$ cat config.mk
export PLATFORM = sky130hd
export DESIGN_NAME = ascii_serial_command_front_end
export DESIGN_NICKNAME = d
export VERILOG_FILES = /design/src/ascii_fe_pkg.sv /design/src/ascii_serial_command_front_end.sv
export SDC_FILE = /design/constraint.sdc
export NUM_CORES = 1
export LEC_CHECK = 0
export ABC_AREA = 1
export BUFFER_PORTS_ARGS = -buffer_cell sky130_fd_sc_hd__buf_2
export CORE_UTILIZATION = 50
export CTS_CLUSTER_SIZE = 12
export DETAILED_ROUTE_END_ITERATION = 6
export PLACE_DENSITY = 0.66
export SYNTH_ARGS = -nofsm -noshare
export SYNTH_HDL_FRONTEND = slang
export SYNTH_SLANG_ARGS = --single-unit
export TNS_END_PERCENT = 50
$ cat constraint.sdc
create_clock -name i_ref_clk -period 7.69 [get_ports i_ref_clk]
set_clock_uncertainty 0.15 [all_clocks]
set_input_delay 1.1535 -clock i_ref_clk [delete_from_list [all_inputs] [get_ports i_ref_clk]]
set_output_delay 1.1535 -clock i_ref_clk [all_outputs]
set_load 0.02 [all_outputs]
$ cat src/ascii_fe_pkg.sv
/*
 * Shared constants of the ASCII serial command front end: character codes,
 * register offsets, field positions, reset values and timing figures.
 * Assumes a single 100 MHz system clock.
 */
package ascii_fe_pkg;
    // ----------------------------------------------------------------
    // Timing
    // ----------------------------------------------------------------
    localparam int unsigned CLK_HZ      = 100_000_000;
    localparam int unsigned RESP_MS     = 100;
    localparam int unsigned RESP_CYCLES = CLK_HZ / 1000 * RESP_MS;
    localparam int unsigned MB_GAP_BITS = 35;
    localparam int unsigned FRAME_BITS  = 10;
    // ----------------------------------------------------------------
    // Link and sample rate codes
    // ----------------------------------------------------------------
    localparam logic [3:0] BAUD_2400   = 4'h4;
    localparam logic [3:0] BAUD_4800   = 4'h5;
    localparam logic [3:0] BAUD_9600   = 4'h6;
    localparam logic [3:0] BAUD_19200  = 4'h7;
    localparam logic [3:0] BAUD_38400  = 4'h8;
    localparam logic [3:0] BAUD_57600  = 4'h9;
    localparam logic [3:0] BAUD_115200 = 4'hA;
    localparam logic [1:0] RATE_DEFAULT = 2'h2;
    // ----------------------------------------------------------------
    // Characters
    // ----------------------------------------------------------------
    localparam logic [7:0] CH_CR     = 8'h0D;
    localparam logic [7:0] CH_PCT    = 8'h25;
    localparam logic [7:0] CH_DOLLAR = 8'h24;
    localparam logic [7:0] CH_HASH   = 8'h23;
    localparam logic [7:0] CH_AT     = 8'h40;
    // ----------------------------------------------------------------
    // Register map and reset values
    // ----------------------------------------------------------------
    localparam logic [6:0] OFS_CTRL = 7'h00;
    localparam logic [6:0] OFS_CFG  = 7'h04;
    localparam logic [6:0] OFS_RATE = 7'h08;
    localparam logic [6:0] OFS_DATA = 7'h0C;
    localparam logic [6:0] OFS_LEN  = 7'h10;
    localparam int unsigned BUF_BIT  = 6;
    localparam int unsigned CFG_BAUD = 8;
    localparam int unsigned CFG_CKS  = 12;
    localparam logic [7:0] ADDR_FACTORY = 8'h01;
    localparam logic [7:0] ADDR_DEFAULT = 8'h00;
    localparam int unsigned BUF_DEPTH = 16;
endpackage

$ cat src/ascii_serial_command_front_end.sv
/*
 * ASCII serial command front end: UART framing, address match, checksum,
 * character/binary protocol detection, reply sender, stored configuration.
 * Assumes i_rx is already synchronous, firmware answers accepted commands
 * over Avalon-MM and drives the RS-485 transceiver through o_tx/o_tx_en.
 */
// Our own choices: the placing of the registers and register access over Avalon-MM.
// What this block does
// - Characters use one start, eight data, one stop bit, no parity.
// - Bit rate selectable among 2400 to 115200 bps.
// - Hold 8-bit station address; act only on own address.
// - Reply must begin within 100 ms of an accepted command.
// - Detect character protocol versus binary frames and route accordingly.
// - Shipped configuration: address 01, 9600 bps, checksum off.
// - Strap low at power-up forces address 00, 9600 bps, checksum off.
// - Bit rate and checksum changes refused outside strap default state.
// - User configuration kept in storage surviving power cycles; here i_rst reloads the shipped values instead.
// - Command is prefix, address, command, data, optional checksum.
// - First character is prefix selecting class: % $ # @.
// - Address arrives as two hex digits, decoded to eight bits.
// - With checksum on, commands and replies carry two checksum chars.
// - Checksum chars sit right before the terminating carriage return.
// - Checksum is byte sum of preceding characters, two hex digits.
// - Sampling rate 2.5, 5, 10 or 20 per second, default 10.
// - Results derive from 12-bit converter samples.
// - Reply starts with ! or > when accepted, ? when invalid.
// - Every command and reply ends with carriage return 0DH.
// - No reply to malformed, errored or foreign-address messages.
`timescale 1ns/100ps
module ascii_serial_command_front_end #(
    parameter int unsigned P_CLK_HZ      = ascii_fe_pkg::CLK_HZ,
    parameter int unsigned P_RESP_CYCLES = ascii_fe_pkg::RESP_CYCLES
) (
    input  wire logic        i_ref_clk,
    input  wire logic        i_rst,
    input  wire logic        i_rx,
    output logic             o_tx,
    output logic             o_tx_en,
    input  wire logic        i_default_strap_n,
    input  wire logic [11:0] i_adc_sample,
    input  wire logic        i_adc_valid,
    output logic             o_adc_start,
    input  wire logic [6:0]  i_avs_address,
    input  wire logic        i_avs_read,
    input  wire logic        i_avs_write,
    input  wire logic [31:0] i_avs_writedata,
    output logic [31:0]      o_avs_readdata,
    output logic             o_avs_waitrequest
);
    // ----------------------------------------------------------------
    // Helpers
    // ----------------------------------------------------------------
    function automatic logic [4:0] hex_val(input logic [7:0] c);
        if (c >= 8'h30 && c <= 8'h39) return {1'b1, c[3:0]};
        if (c >= 8'h41 && c <= 8'h46) return {1'b1, 4'(c[3:0] + 4'h9)};
        return 5'h00;
    endfunction
    function automatic logic [7:0] hex_chr(input logic [3:0] n);
        return (n < 4'hA) ? {4'h3, n} : {4'h4, 4'(n - 4'h9)};
    endfunction
    function automatic logic [16:0] baud_div(input logic [3:0] code);
        unique case (code)
            ascii_fe_pkg::BAUD_2400:   return 17'(P_CLK_HZ / 2400);
            ascii_fe_pkg::BAUD_4800:   return 17'(P_CLK_HZ / 4800);
            ascii_fe_pkg::BAUD_19200:  return 17'(P_CLK_HZ / 19200);
            ascii_fe_pkg::BAUD_38400:  return 17'(P_CLK_HZ / 38400);
            ascii_fe_pkg::BAUD_57600:  return 17'(P_CLK_HZ / 57600);
            ascii_fe_pkg::BAUD_115200: return 17'(P_CLK_HZ / 115200);
            default:                   return 17'(P_CLK_HZ / 9600);
        endcase
    endfunction
    // ----------------------------------------------------------------
    // Configuration and bus slave
    // ----------------------------------------------------------------
    logic [7:0]  cfg_addr_q, cfg_addr_d, eff_addr;
    logic [3:0]  cfg_baud_q, cfg_baud_d, eff_baud;
    logic        cfg_cks_q, cfg_cks_d, eff_cks;
    logic [1:0]  rate_q, rate_d;
    logic        default_q, default_d, strap_done_q;
    logic        reject_q, reject_d, late_q, late_d;
    logic [11:0] adc_q, adc_d;
    logic        wait_q, wait_d;
    logic [31:0] rdata_q, rdata_d;
    logic [7:0]  txbuf_q [ascii_fe_pkg::BUF_DEPTH];
    logic [4:0]  tx_len_q, tx_len_d;
    logic        wr_en, rel_rx, start_tx;
    logic [16:0] div;
    logic [7:0]  rxbuf_q [ascii_fe_pkg::BUF_DEPTH];
    logic [4:0]  rx_len_q, rx_len_d;
    logic        rx_valid_q, rx_valid_d, rx_proto_q, rx_proto_d, tx_busy;

    assign wr_en    = i_avs_write && !wait_q;
    assign rel_rx   = wr_en && i_avs_address == ascii_fe_pkg::OFS_CTRL
                      && i_avs_writedata[0];
    assign start_tx = wr_en && i_avs_address == ascii_fe_pkg::OFS_CTRL
                      && i_avs_writedata[1] && !tx_busy;
    assign eff_addr = default_q ? ascii_fe_pkg::ADDR_DEFAULT : cfg_addr_q;
    assign eff_baud = default_q ? ascii_fe_pkg::BAUD_9600 : cfg_baud_q;
    assign eff_cks  = default_q ? 1'b0 : cfg_cks_q;
    assign div      = baud_div(eff_baud);

    always_comb begin
        cfg_addr_d = cfg_addr_q;
        cfg_baud_d = cfg_baud_q;
        cfg_cks_d  = cfg_cks_q;
        rate_d     = rate_q;
        reject_d   = reject_q;
        tx_len_d   = tx_len_q;
        adc_d      = i_adc_valid ? i_adc_sample : adc_q;
        default_d  = strap_done_q ? default_q : !i_default_strap_n;
        wait_d     = !((i_avs_read || i_avs_write) && wait_q);
        rdata_d    = rdata_q;
        if (wr_en) begin
            if (i_avs_address == ascii_fe_pkg::OFS_CFG) begin
                cfg_addr_d = i_avs_writedata[7:0];
                if (default_q) begin
                    cfg_baud_d = i_avs_writedata[ascii_fe_pkg::CFG_BAUD+:4];
                    cfg_cks_d  = i_avs_writedata[ascii_fe_pkg::CFG_CKS];
                end else begin
                    reject_d = 1'b1;
                end
            end
            if (i_avs_address == ascii_fe_pkg::OFS_RATE)
                rate_d = i_avs_writedata[1:0];
            if (i_avs_address == ascii_fe_pkg::OFS_LEN)
                tx_len_d = i_avs_writedata[4:0];
            if (i_avs_address == ascii_fe_pkg::OFS_CTRL
                && i_avs_writedata[3])
                reject_d = 1'b0;
        end
        if (i_avs_read && wait_q) begin
            rdata_d = 32'h0000_0000;
            if (i_avs_address[ascii_fe_pkg::BUF_BIT])
                rdata_d[7:0] = rxbuf_q[i_avs_address[5:2]];
            else unique case (i_avs_address)
                ascii_fe_pkg::OFS_CTRL: rdata_d[5:0] = {reject_q, late_q,
                    rx_proto_q, rx_valid_q, tx_busy, default_q};
                ascii_fe_pkg::OFS_CFG:  rdata_d[12:0] = {cfg_cks_q,
                    cfg_baud_q, cfg_addr_q};
                ascii_fe_pkg::OFS_RATE: rdata_d[1:0] = rate_q;
                ascii_fe_pkg::OFS_DATA: rdata_d[11:0] = adc_q;
                ascii_fe_pkg::OFS_LEN:  rdata_d[4:0] = rx_len_q;
                default:                rdata_d = 32'h0000_0000;
            endcase
        end
    end

    always_ff @(posedge i_ref_clk) begin
        if (i_rst) begin
            cfg_addr_q   <= ascii_fe_pkg::ADDR_FACTORY;
            cfg_baud_q   <= ascii_fe_pkg::BAUD_9600;
            cfg_cks_q    <= 1'b0;
            rate_q       <= ascii_fe_pkg::RATE_DEFAULT;
            default_q    <= 1'b0;
            strap_done_q <= 1'b0;
            reject_q     <= 1'b0;
            tx_len_q     <= 5'h00;
            adc_q        <= 12'h000;
            wait_q       <= 1'b1;
            rdata_q      <= 32'h0000_0000;
        end else begin
            cfg_addr_q   <= cfg_addr_d;
            cfg_baud_q   <= cfg_baud_d;
            cfg_cks_q    <= cfg_cks_d;
            rate_q       <= rate_d;
            default_q    <= default_d;
            strap_done_q <= 1'b1;
            reject_q     <= reject_d;
            tx_len_q     <= tx_len_d;
            adc_q        <= adc_d;
            wait_q       <= wait_d;
            rdata_q      <= rdata_d;
        end
        if (wr_en && i_avs_address[ascii_fe_pkg::BUF_BIT])
            txbuf_q[i_avs_address[5:2]] <= i_avs_writedata[7:0];
    end
    assign o_avs_waitrequest = wait_q;
    assign o_avs_readdata    = rdata_q;
    // ----------------------------------------------------------------
    // Receiver and command parser
    // ----------------------------------------------------------------
    typedef enum logic [1:0] {RX_IDLE, RX_START, RX_BITS, RX_STOP} rx_type;
    typedef enum logic [2:0] {P_PREFIX, P_ADDR_HI, P_ADDR_LO, P_BODY,
                              P_SKIP, P_BINARY} parse_type;
    rx_type      rx_q, rx_d;
    parse_type   ps_q, ps_d;
    logic [16:0] rcnt_q, rcnt_d;
    logic [2:0]  rbit_q, rbit_d;
    logic [7:0]  rsh_q, rsh_d, ahi_q, ahi_d, c1_q, c1_d, c2_q, c2_d;
    logic [7:0]  sum_q, sum_d, sum1_q, sum1_d, sum2_q, sum2_d;
    logic [22:0] gap_q, gap_d;
    logic [31:0] resp_q, resp_d;
    logic        stb, ferr, store, cks_ok;
    logic [4:0]  hv, hc1, hc2;

    assign hv     = hex_val(rsh_d);
    assign hc1    = hex_val(c1_q);
    assign hc2    = hex_val(c2_q);
    assign cks_ok = hc1[4] && hc2[4] && {hc2[3:0], hc1[3:0]} == sum2_q
                    && rx_len_q >= 5'd5;

    always_comb begin
        rx_d = rx_q;  rcnt_d = rcnt_q;  rbit_d = rbit_q;  rsh_d = rsh_q;
        stb  = 1'b0;  ferr = 1'b0;
        if (rx_q != RX_IDLE) rcnt_d = rcnt_q - 17'd1;
        unique case (rx_q)
            RX_IDLE: if (!i_rx) begin
                rx_d = RX_START;  rcnt_d = {1'b0, div[16:1]};
            end
            RX_START: if (rcnt_q == 17'd0) begin
                rx_d = i_rx ? RX_IDLE : RX_BITS;
                rcnt_d = div - 17'd1;  rbit_d = 3'd0;
            end
            RX_BITS: if (rcnt_q == 17'd0) begin
                rsh_d = {i_rx, rsh_q[7:1]};  rcnt_d = div - 17'd1;
                rbit_d = rbit_q + 3'd1;
                if (rbit_q == 3'd7) rx_d = RX_STOP;
            end
            RX_STOP: if (rcnt_q == 17'd0) begin
                rx_d = RX_IDLE;  stb = i_rx;  ferr = !i_rx;
            end
        endcase
    end

    always_comb begin
        ps_d = ps_q;  rx_len_d = rx_len_q;  ahi_d = ahi_q;  store = 1'b0;
        c1_d = c1_q;  c2_d = c2_q;  sum_d = sum_q;  sum1_d = sum1_q;
        sum2_d = sum2_q;  rx_proto_d = rx_proto_q;
        rx_valid_d = rx_valid_q && !rel_rx && !start_tx;
        late_d = late_q && !(rel_rx && 1'b0);
        if (wr_en && i_avs_address == ascii_fe_pkg::OFS_CTRL
            && i_avs_writedata[2]) late_d = 1'b0;
        gap_d  = (ps_q == P_BINARY && !stb) ? gap_q + 23'd1 : 23'd0;
        resp_d = (rx_valid_q && !rx_proto_q) ? resp_q + 32'd1 : 32'd0;
        if (resp_q >= P_RESP_CYCLES - 1) begin
            rx_valid_d = 1'b0;  late_d = 1'b1;
        end
        if (stb) begin
            sum2_d = sum1_q;  sum1_d = sum_q;  sum_d = sum_q + rsh_d;
            c2_d = c1_q;  c1_d = rsh_d;
            store = !rx_valid_q && rx_len_q < 5'd16;
            rx_len_d = store ? rx_len_q + 5'd1 : rx_len_q;
        end
        unique case (ps_q)
            P_PREFIX: if (stb) begin
                sum_d = rsh_d;  sum1_d = 8'h00;  sum2_d = 8'h00;
                store = !rx_valid_q;  rx_len_d = 5'd1;
                if (rsh_d == ascii_fe_pkg::CH_PCT
                    || rsh_d == ascii_fe_pkg::CH_DOLLAR
                    || rsh_d == ascii_fe_pkg::CH_HASH
                    || rsh_d == ascii_fe_pkg::CH_AT)
                    ps_d = P_ADDR_HI;
                else if (rsh_d != ascii_fe_pkg::CH_CR)
                    ps_d = P_BINARY;
            end
            P_ADDR_HI: if (stb) begin
                ahi_d = {4'h0, hv[3:0]};
                ps_d = hv[4] ? P_ADDR_LO : P_SKIP;
            end
            P_ADDR_LO: if (stb)
                ps_d = (hv[4] && {ahi_q[3:0], hv[3:0]} == eff_addr)
                       ? P_BODY : P_SKIP;
            P_BODY: if (stb && !store) ps_d = P_SKIP;
            P_SKIP: ;
            P_BINARY: if (gap_q >= 23'(div * ascii_fe_pkg::MB_GAP_BITS)) begin
                ps_d = P_PREFIX;
                if (!rx_valid_q) begin
                    rx_valid_d = 1'b1;  rx_proto_d = 1'b1;
                end
            end
        endcase
        if (stb && rsh_d == ascii_fe_pkg::CH_CR && ps_q != P_BINARY) begin
            ps_d = P_PREFIX;
            if (ps_q == P_BODY && !rx_valid_q && (!eff_cks || cks_ok)) begin
                rx_valid_d = 1'b1;  rx_proto_d = 1'b0;
                rx_len_d = eff_cks ? rx_len_q - 5'd2 : rx_len_q;
            end
        end
        if (ferr) ps_d = P_PREFIX;
    end

    always_ff @(posedge i_ref_clk) begin
        if (i_rst) begin
            rx_q <= RX_IDLE;  ps_q <= P_PREFIX;  rcnt_q <= 17'h00000;
            rbit_q <= 3'h0;  rsh_q <= 8'h00;  ahi_q <= 8'h00;
            c1_q <= 8'h00;  c2_q <= 8'h00;  sum_q <= 8'h00;
            sum1_q <= 8'h00;  sum2_q <= 8'h00;  rx_len_q <= 5'h00;
            rx_valid_q <= 1'b0;  rx_proto_q <= 1'b0;  late_q <= 1'b0;
            gap_q <= 23'h000000;  resp_q <= 32'h0000_0000;
        end else begin
            rx_q <= rx_d;  ps_q <= ps_d;  rcnt_q <= rcnt_d;
            rbit_q <= rbit_d;  rsh_q <= rsh_d;  ahi_q <= ahi_d;
            c1_q <= c1_d;  c2_q <= c2_d;  sum_q <= sum_d;
            sum1_q <= sum1_d;  sum2_q <= sum2_d;  rx_len_q <= rx_len_d;
            rx_valid_q <= rx_valid_d;  rx_proto_q <= rx_proto_d;
            late_q <= late_d;  gap_q <= gap_d;  resp_q <= resp_d;
        end
        if (store)
            rxbuf_q[(ps_q == P_PREFIX) ? 4'h0 : rx_len_q[3:0]] <= rsh_d;
    end
    // ----------------------------------------------------------------
    // Reply sender and sample pacing
    // ----------------------------------------------------------------
    typedef enum logic {T_IDLE, T_SEND} tx_type;
    tx_type      tx_q, tx_d;
    logic [5:0]  tidx_q, tidx_d, tlast;
    logic [3:0]  tbit_q, tbit_d;
    logic [16:0] tcnt_q, tcnt_d;
    logic [9:0]  tsh_q, tsh_d;
    logic [7:0]  tsum_q, tsum_d, tchr;
    logic        cks_q, cks_d;
    logic [25:0] scnt_q, scnt_d, speriod;
    logic        tx_d_pin, en_d, adc_d_start;

    assign tx_busy = (tx_q == T_SEND);
    assign tlast   = {1'b0, tx_len_q} + (cks_q ? 6'd2 : 6'd0);
    always_comb begin
        if (tidx_q < {1'b0, tx_len_q}) tchr = txbuf_q[tidx_q[3:0]];
        else if (tidx_q == tlast)      tchr = ascii_fe_pkg::CH_CR;
        else if (tidx_q == {1'b0, tx_len_q})
            tchr = hex_chr(tsum_q[7:4]);
        else
            tchr = hex_chr(tsum_q[3:0]);
    end

    always_comb begin
        tx_d = tx_q;  tidx_d = tidx_q;  tbit_d = tbit_q;  tcnt_d = tcnt_q;
        tsh_d = tsh_q;  tsum_d = tsum_q;  cks_d = cks_q;
        if (start_tx) begin
            tx_d = T_SEND;  tidx_d = 6'd0;  tbit_d = 4'd0;
            tsum_d = 8'h00;  cks_d = eff_cks;
        end else if (tx_q == T_SEND) begin
            if (tbit_q == 4'd0) begin
                tsh_d = {1'b1, tchr, 1'b0};
                tbit_d = 4'(ascii_fe_pkg::FRAME_BITS);
                tcnt_d = div - 17'd1;
                if (tidx_q < {1'b0, tx_len_q})
                    tsum_d = tsum_q + tchr;
            end else if (tcnt_q == 17'd0) begin
                tsh_d = {1'b1, tsh_q[9:1]};  tcnt_d = div - 17'd1;
                tbit_d = tbit_q - 4'd1;
                if (tbit_q == 4'd1) begin
                    tidx_d = tidx_q + 6'd1;
                    if (tidx_q == tlast) tx_d = T_IDLE;
                end
            end else begin
                tcnt_d = tcnt_q - 17'd1;
            end
        end
        tx_d_pin = (tx_d == T_SEND) ? tsh_d[0] : 1'b1;
        en_d     = (tx_d == T_SEND);
        unique case (rate_q)
            2'd0:    speriod = 26'(P_CLK_HZ * 2 / 5);
            2'd1:    speriod = 26'(P_CLK_HZ / 5);
            2'd2:    speriod = 26'(P_CLK_HZ / 10);
            default: speriod = 26'(P_CLK_HZ / 20);
        endcase
        adc_d_start = (scnt_q >= speriod - 26'd1);
        scnt_d      = adc_d_start ? 26'd0 : scnt_q + 26'd1;
    end

    always_ff @(posedge i_ref_clk) begin
        if (i_rst) begin
            tx_q <= T_IDLE;  tidx_q <= 6'h00;  tbit_q <= 4'h0;
            tcnt_q <= 17'h00000;  tsh_q <= 10'h3FF;  tsum_q <= 8'h00;
            cks_q <= 1'b0;  o_tx <= 1'b1;  o_tx_en <= 1'b0;
            scnt_q <= 26'h0000000;  o_adc_start <= 1'b0;
        end else begin
            tx_q <= tx_d;  tidx_q <= tidx_d;  tbit_q <= tbit_d;
            tcnt_q <= tcnt_d;  tsh_q <= tsh_d;  tsum_q <= tsum_d;
            cks_q <= cks_d;  o_tx <= tx_d_pin;  o_tx_en <= en_d;
            scnt_q <= scnt_d;  o_adc_start <= adc_d_start;
        end
    end
endmodule

# == Word-level counts from Yosys, hierarchy flattened ==
# Memories as Yosys holds them, arrays and structs flattened. A register that Yosys moved wholly into a read port is not among the register bits.
# Cells that the tools add are included.
# W data, S select, Z words.
# word_totals
register_bits,283
output_inout_bits,36
n_memories,2
ram_bits,256
# op_classes
mul,1
n_addsub,20
reduce_logical,81
bitwise_logic,5
muxes,126
order_cmp,20
n_eq_ne,45
# mem_list
memory,depth,width,read_ports,rd_clocked_by_memory_dff,write_ports,line_no,source
rxbuf_q,16,8,1,0,1,ascii_serial_command_front_end.sv:88,logic [7:0] rxbuf_q [ascii_fe_pkg::BUF_DEPTH];
txbuf_q,16,8,1,1,1,ascii_serial_command_front_end.sv:84,logic [7:0] txbuf_q [ascii_fe_pkg::BUF_DEPTH];
# op_table
op,n
$mux W8,14
$mux W5,20
$pmux W16 S6,1
$mux W17,5
$pmux W26 S3,1
$sub A17 B1 Y17 const B,3
$mux W1,47
$logic_not A17 Y1,2
$pmux W17 S2,1
$mux W3,11
$add A32 B1 Y32 const B,1
$ge A32 B24 Y1 const B,1
$logic_and A1 B1 Y1,30
$mux W7,4
$add A26 B1 Y26 const B,1
$ge A26 B26 Y1,1
$sub A26 B1 Y26 const B,1
$eq A8 B6 Y1 const B,3
$ge A8 B6 Y1 const B,3
$ge A8 B7 Y1 const B,3
$le A8 B6 Y1 const B,3
$le A8 B7 Y1 const B,3
$mux W4,6
$add A23 B1 Y23 const B,1
other kinds (60),132

# == Longest topological paths before layout ==
# logic_depth
depth_word,14
ltp_mapped,40

# == Least setup slack after synthesis ==
# No wires, ideal clock.
# synth_path
kind,register -> register
startpoint,register cfg_baud_q[1]
endpoint,register ps_q[0]
setup_ps,124
path_stages_with_launch,41
n_path_buf,1
period_less_slack_ps,5884
arrival_ps,5610
required_time_ps,7416
slack_ps,1806
cell_sequence,dfxtp_1 -> buf_2 -> nor2_1 -> nand3_1 -> nand2_1 -> nor2_2 -> inv_2 -> nor2_2 -> nor2_2 -> inv_2 -> nor2_2 -> ha_1 -> ha_1 -> fa_1 -> ha_1 -> nand2_1 -> nand2_1 -> a31oi_1 -> [5 not listed] -> a21oi_1 -> o21ai_0 -> nand2_1 -> nand2_1 -> nand2_1 -> ha_1 -> nand2_1 -> nor2_1 -> nand2_1 -> a21oi_1 -> a2111oi_0 -> nand4_1 -> nand2_1 -> nand2_1 -> nand2_1 -> inv_1 -> o21ai_0 -> a31oi_1
# synth_between
elab_chain_len,7
elab_cells_between_ends,12
classes_between,1 x mul; 1 x order compare; 7 x eq/ne; 2 x mux; 1 x reduce/logical
# synth_lines
item,line_no,source
start: declaration,ascii_serial_command_front_end.sv:76,"logic [3:0] cfg_baud_q, cfg_baud_d, eff_baud;"
start signal: assignment,ascii_serial_command_front_end.sv:151,cfg_baud_q <= ascii_fe_pkg::BAUD_9600;
start signal: assignment,ascii_serial_command_front_end.sv:163,cfg_baud_q <= cfg_baud_d;
$mux W4 *,ascii_serial_command_front_end.sv:98,assign eff_baud = default_q ? ascii_fe_pkg::BAUD_9600 : cfg_baud_q;
$eq A4 B4 Y1 / $eq A4 B3 Y1 (equally long branches),ascii_serial_command_front_end.sv:62,unique case (code)
$pmux W16 S6 *,ascii_serial_command_front_end.sv:62,
$mul A17 B6 Y23 *,ascii_serial_command_front_end.sv:265,P_BINARY: if (gap_q >= 23'(div * ascii_fe_pkg::MB_GAP_BITS)) begin
$ge A23 B23 Y1 *,ascii_serial_command_front_end.sv:265,
$ne A2 B1 Y1 (no source line) *,--,
$reduce_and A7 Y1 (no source line) *,--,
end signal: assignment,ascii_serial_command_front_end.sv:291,rx_q <= rx_d; ps_q <= ps_d; rcnt_q <= rcnt_d;
end: declaration,ascii_serial_command_front_end.sv:186,"parse_type ps_q, ps_d;"
# Every way passes the cells marked *; elsewhere a longest branch is shown, timed or not.
# A chain may end at the register's enable or synchronous reset.

# == Worst setup path after layout ==
# layout_path
startpoint,register default_q
endpoint,register ps_q[2]
# layout_between
elab_chain_len,7
elab_cells_between_ends,18
classes_between,1 x mul; 1 x order compare; 8 x eq/ne; 6 x mux; 2 x reduce/logical
# layout_lines
item,line_no,source
start: declaration,ascii_serial_command_front_end.sv:79,"logic default_q, default_d, strap_done_q;"
start signal: assignment,ascii_serial_command_front_end.sv:166,default_q <= default_d;
$mux W4,ascii_serial_command_front_end.sv:98,
$eq A4 B4 Y1 / $eq A4 B3 Y1 (equally long branches),ascii_serial_command_front_end.sv:62,
$pmux W16 S6,ascii_serial_command_front_end.sv:62,
$mul A17 B6 Y23,ascii_serial_command_front_end.sv:265,
$ge A23 B23 Y1,ascii_serial_command_front_end.sv:265,
$ne A2 B1 Y1 (no source line),--,
$reduce_and A7 Y1 (no source line),--,
# Parallel ways exist; a longest one is shown, timed or not. The select of a mux whose other input is x is not followed.

==> metrics <==
status completed; worst-skew pair later-pin latency 0.61 ns; synth cell count leaders 462 x nand2_1, 365 x inv_1, 332 x nor2_1, 268 x dfxtp_1, 256 x edfxtp_1; top-count cell post-synth nand2_1; Area contributors post-synth edfxtp_1 28%, dfxtp_1 20%, ha_1 7.7%, nand2_1 6.3%, inv_1 5.0%; P_sw 1.76 mW; Syn Area/Cell 8.76 um^2; final hold vios 0; Die Y 236 um; Util after Layout 56.0%; vias in the first global route 21400; Filler Cell Count 4833; Remaining DRCs 0; slowest stage cell, crit path fa_1; Arrival @ worst endpoint 7.35 ns; Post-Route Setup TNS 0 ns; switching share of power 26.9%; Clk pin slew, worst setup/hold paths 0.06 ns; Required @ worst endpoint 8.04 ns; Resized cells post-CTS 0; ys async rst share 0%; die footprint 0.0559 mm^2; CTS Sinks 524; Die X 236 um; Pint 4.78 mW; RSZ-0062 raised after global routing no; CTS tree done; fmax 143 MHz; CTS max path bufs 3; DR vias/cell 5.69; Hold Buf Count CTS 0; Synth cell types 67; initial core utilization 50.9%; synth warn 0; Worst Path Class, Setup flop to flop; cell row count 85; share of layout cells above drive strength 1 7.65%; hpwl dp 50200 um; total CTS buffers 57; HP Class flop to flop; Placer Congestion 0.926; most frequent CP cell nand2_1; leading area contributor after synthesis edfxtp_1; routed wire length 71200 um; Cell Pwr Density 216 mW/mm^2; # IOs 94; initial antenna violation count 0; R2R depth 31; via count 22300; setup violators final 0; r2r setup slk 0.69 ns; total gr overflow 0; worst-path fanout max 8; peak supply drop 0.175 mV; Core ar. 0.0540 mm^2; leak pwr 11.8 nW; number of flops mapped to enable cells by yosys 256; Period minus WS final 7.00 ns; area of the multi-input gates 0.0126 mm^2; Mapped Area 0.0275 mm^2; Fin Hold WS 0.303 ns; top_reg_cell synth dfxtp_1; largest net degree at the start of global routing 66; register area share after synthesis 47.5%; Slew Limit Fails 0; CP Capture Type flop; CTS Root Cell clkbuf_16; Buffers on Ports 55; post-synth top area share 28.0%; register area 0.0131 mm^2; nets@finish 3426; drt first pass iters 6; slew at the pin with the worst max-slew slack 1.15 ns; WL/cell 18.2 um; synthesized flop and latch total 524; Gate power share 12.3%; CTS H-tree lvls 2; first-pass GRT wire length 113000 um; max_cap viols 0; startpoint types flop; Final period util 91.0%; GRT Overall Usage 25.3%; P&R area growth vs syn 10.1%; DRT antenna net count 0; slew margin rel. 23.0%; 1st-iter DRT viols 1690; synthesized instance count 3138; Post-CTS Setup Inserts 0; clock power share 41.2%; Reg power frac 46.6%; max incr delay on CP 0.46 ns; Worst Hold Depth 1; Ant. Diodes 0
[worst max-delay path, delay by kind of cell (launching register included)]
| kind | cells | cell delay [ns] |
|---|---|---|
| and+or+nand+nor | 12 | 2.35 |
| AOI/OAI and AO/OA | 9 | 1.54 |
| DFF | 1 | 0.37 |
| xor gates and xnor gates | 1 | 0.18 |
| buffers and inverters | 4 | 0.46 |
| adders and majority gates | 5 | 1.80 |
[final cells by class]
class | count | area share, %
clock buffers | 76 | 5.15
clock inverters | 27 | 0.877
inverters | 380 | 4.72
multi-input cells | 2138 | 41.6
flip-flops and latches | 524 | 43.2
well taps | 696 | 2.88
repair buffers | 84 | 1.63
[layout by cell type (no fill, tap or decap), types with 13 or more instances in the layout]
| cell | n |
|---|---|
| a211oi_1 | 14 |
| a21oi_1 | 197 |
| a22oi_1 | 43 |
| a31oi_1 | 47 |
| buf_2 | 55 |
| buf_4 | 29 |
| clkbuf_1 | 14 |
| clkbuf_16 | 58 |
| conb_1 | 19 |
| dfxtp_1 | 267 |
| edfxtp_1 | 256 |
| fa_1 | 14 |
| ha_1 | 169 |
| inv_1 | 364 |
| inv_2 | 13 |
| nand2_1 | 462 |
| nand3_1 | 158 |
| nand4_1 | 39 |
| nor2_1 | 329 |
| nor2_2 | 14 |
| nor3_1 | 70 |
| nor3b_1 | 21 |
| nor4_1 | 20 |
| o211ai_1 | 26 |
| o21ai_0 | 206 |
| o221ai_1 | 18 |
| o22ai_1 | 34 |
| xnor2_1 | 29 |
| xor2_1 | 66 |
[metrics by stage]
step | setup slack (ns) | area, um^2 | power (mW) | cells
2_1_floorplan | 1.81 | 27500 | 3.68 | 3156
3_3_place_gp | 0.872 | 28400 | 3.88 | 3822
3_5_place_dp | 0.692 | 28400 | 3.89 | 3822
4_1_cts | 0.608 | 30200 | 6.57 | 3925
5_1_grt | 0.124 | 30300 | 6.78 | 3925
6_report | 0.689 | 30300 | 6.54 | 3925
[per-layer routing]
metal | up-vias | track usage, % | wire length, um
met4 | 0 | 9.48 | 2500
met3 | 138 | 3.29 | 4230
met5 | - | 0 | 0
li1 | 10900 | - | -
met2 | 708 | 41.8 | 33300
met1 | 10600 | 33.7 | 31200
[power groups by stage]
stage          clock network [mW]  logic, mW  registers [mW]
2_1_floorplan                   0      0.589            3.09
6_report                     2.69      0.802            3.04
5_1_grt                      2.85      0.882            3.05
4_1_cts                      2.73      0.797            3.04
3_3_place_gp                    0      0.779            3.10
3_5_place_dp                    0      0.793            3.10
[registers in the layout, summed over array words and instances, names as in the netlist, 10 cells and up, named ones only]
| register | flops |
|---|---|
| gap_q | 23 |
| o_avs_readdata | 13 |
| rcnt_q | 17 |
| txbuf_q | 128 |
| tcnt_q | 17 |
| scnt_q | 26 |
| rxbuf_q | 128 |
| tsh_q | 10 |
| resp_q | 32 |
| adc_q | 12 |
[worst paths after layout]
kind	startpoint	to
max	default_q$_SDFFE_PP0N_	ps_q[2]$_SDFFE_PP0P_
min	resp_q[0]$_SDFF_PP0_	resp_q[0]$_SDFF_PP0_
max reg2reg	default_q$_SDFFE_PP0N_	ps_q[2]$_SDFFE_PP0P_
min reg2reg	resp_q[0]$_SDFF_PP0_	resp_q[0]$_SDFF_PP0_
[cell families (layout without fill, tap and decap cells)]
group                      after synthesis  after routing  share of synthesized area, %
other                                    1             19                        0.0136
muxes                                    1              1                        0.0364
adders and majority gates              183            183                          8.72
xor gates and xnor gates                95             95                          3.03
AOI/OAI and AO/OA                      666            666                          14.4
and+or+nand+nor                       1174           1174                          19.2
buffers and inverters                  494            567                          7.04
DFF                                    524            524                          47.5
Note: power is estimated with default switching activity, not from simulation.
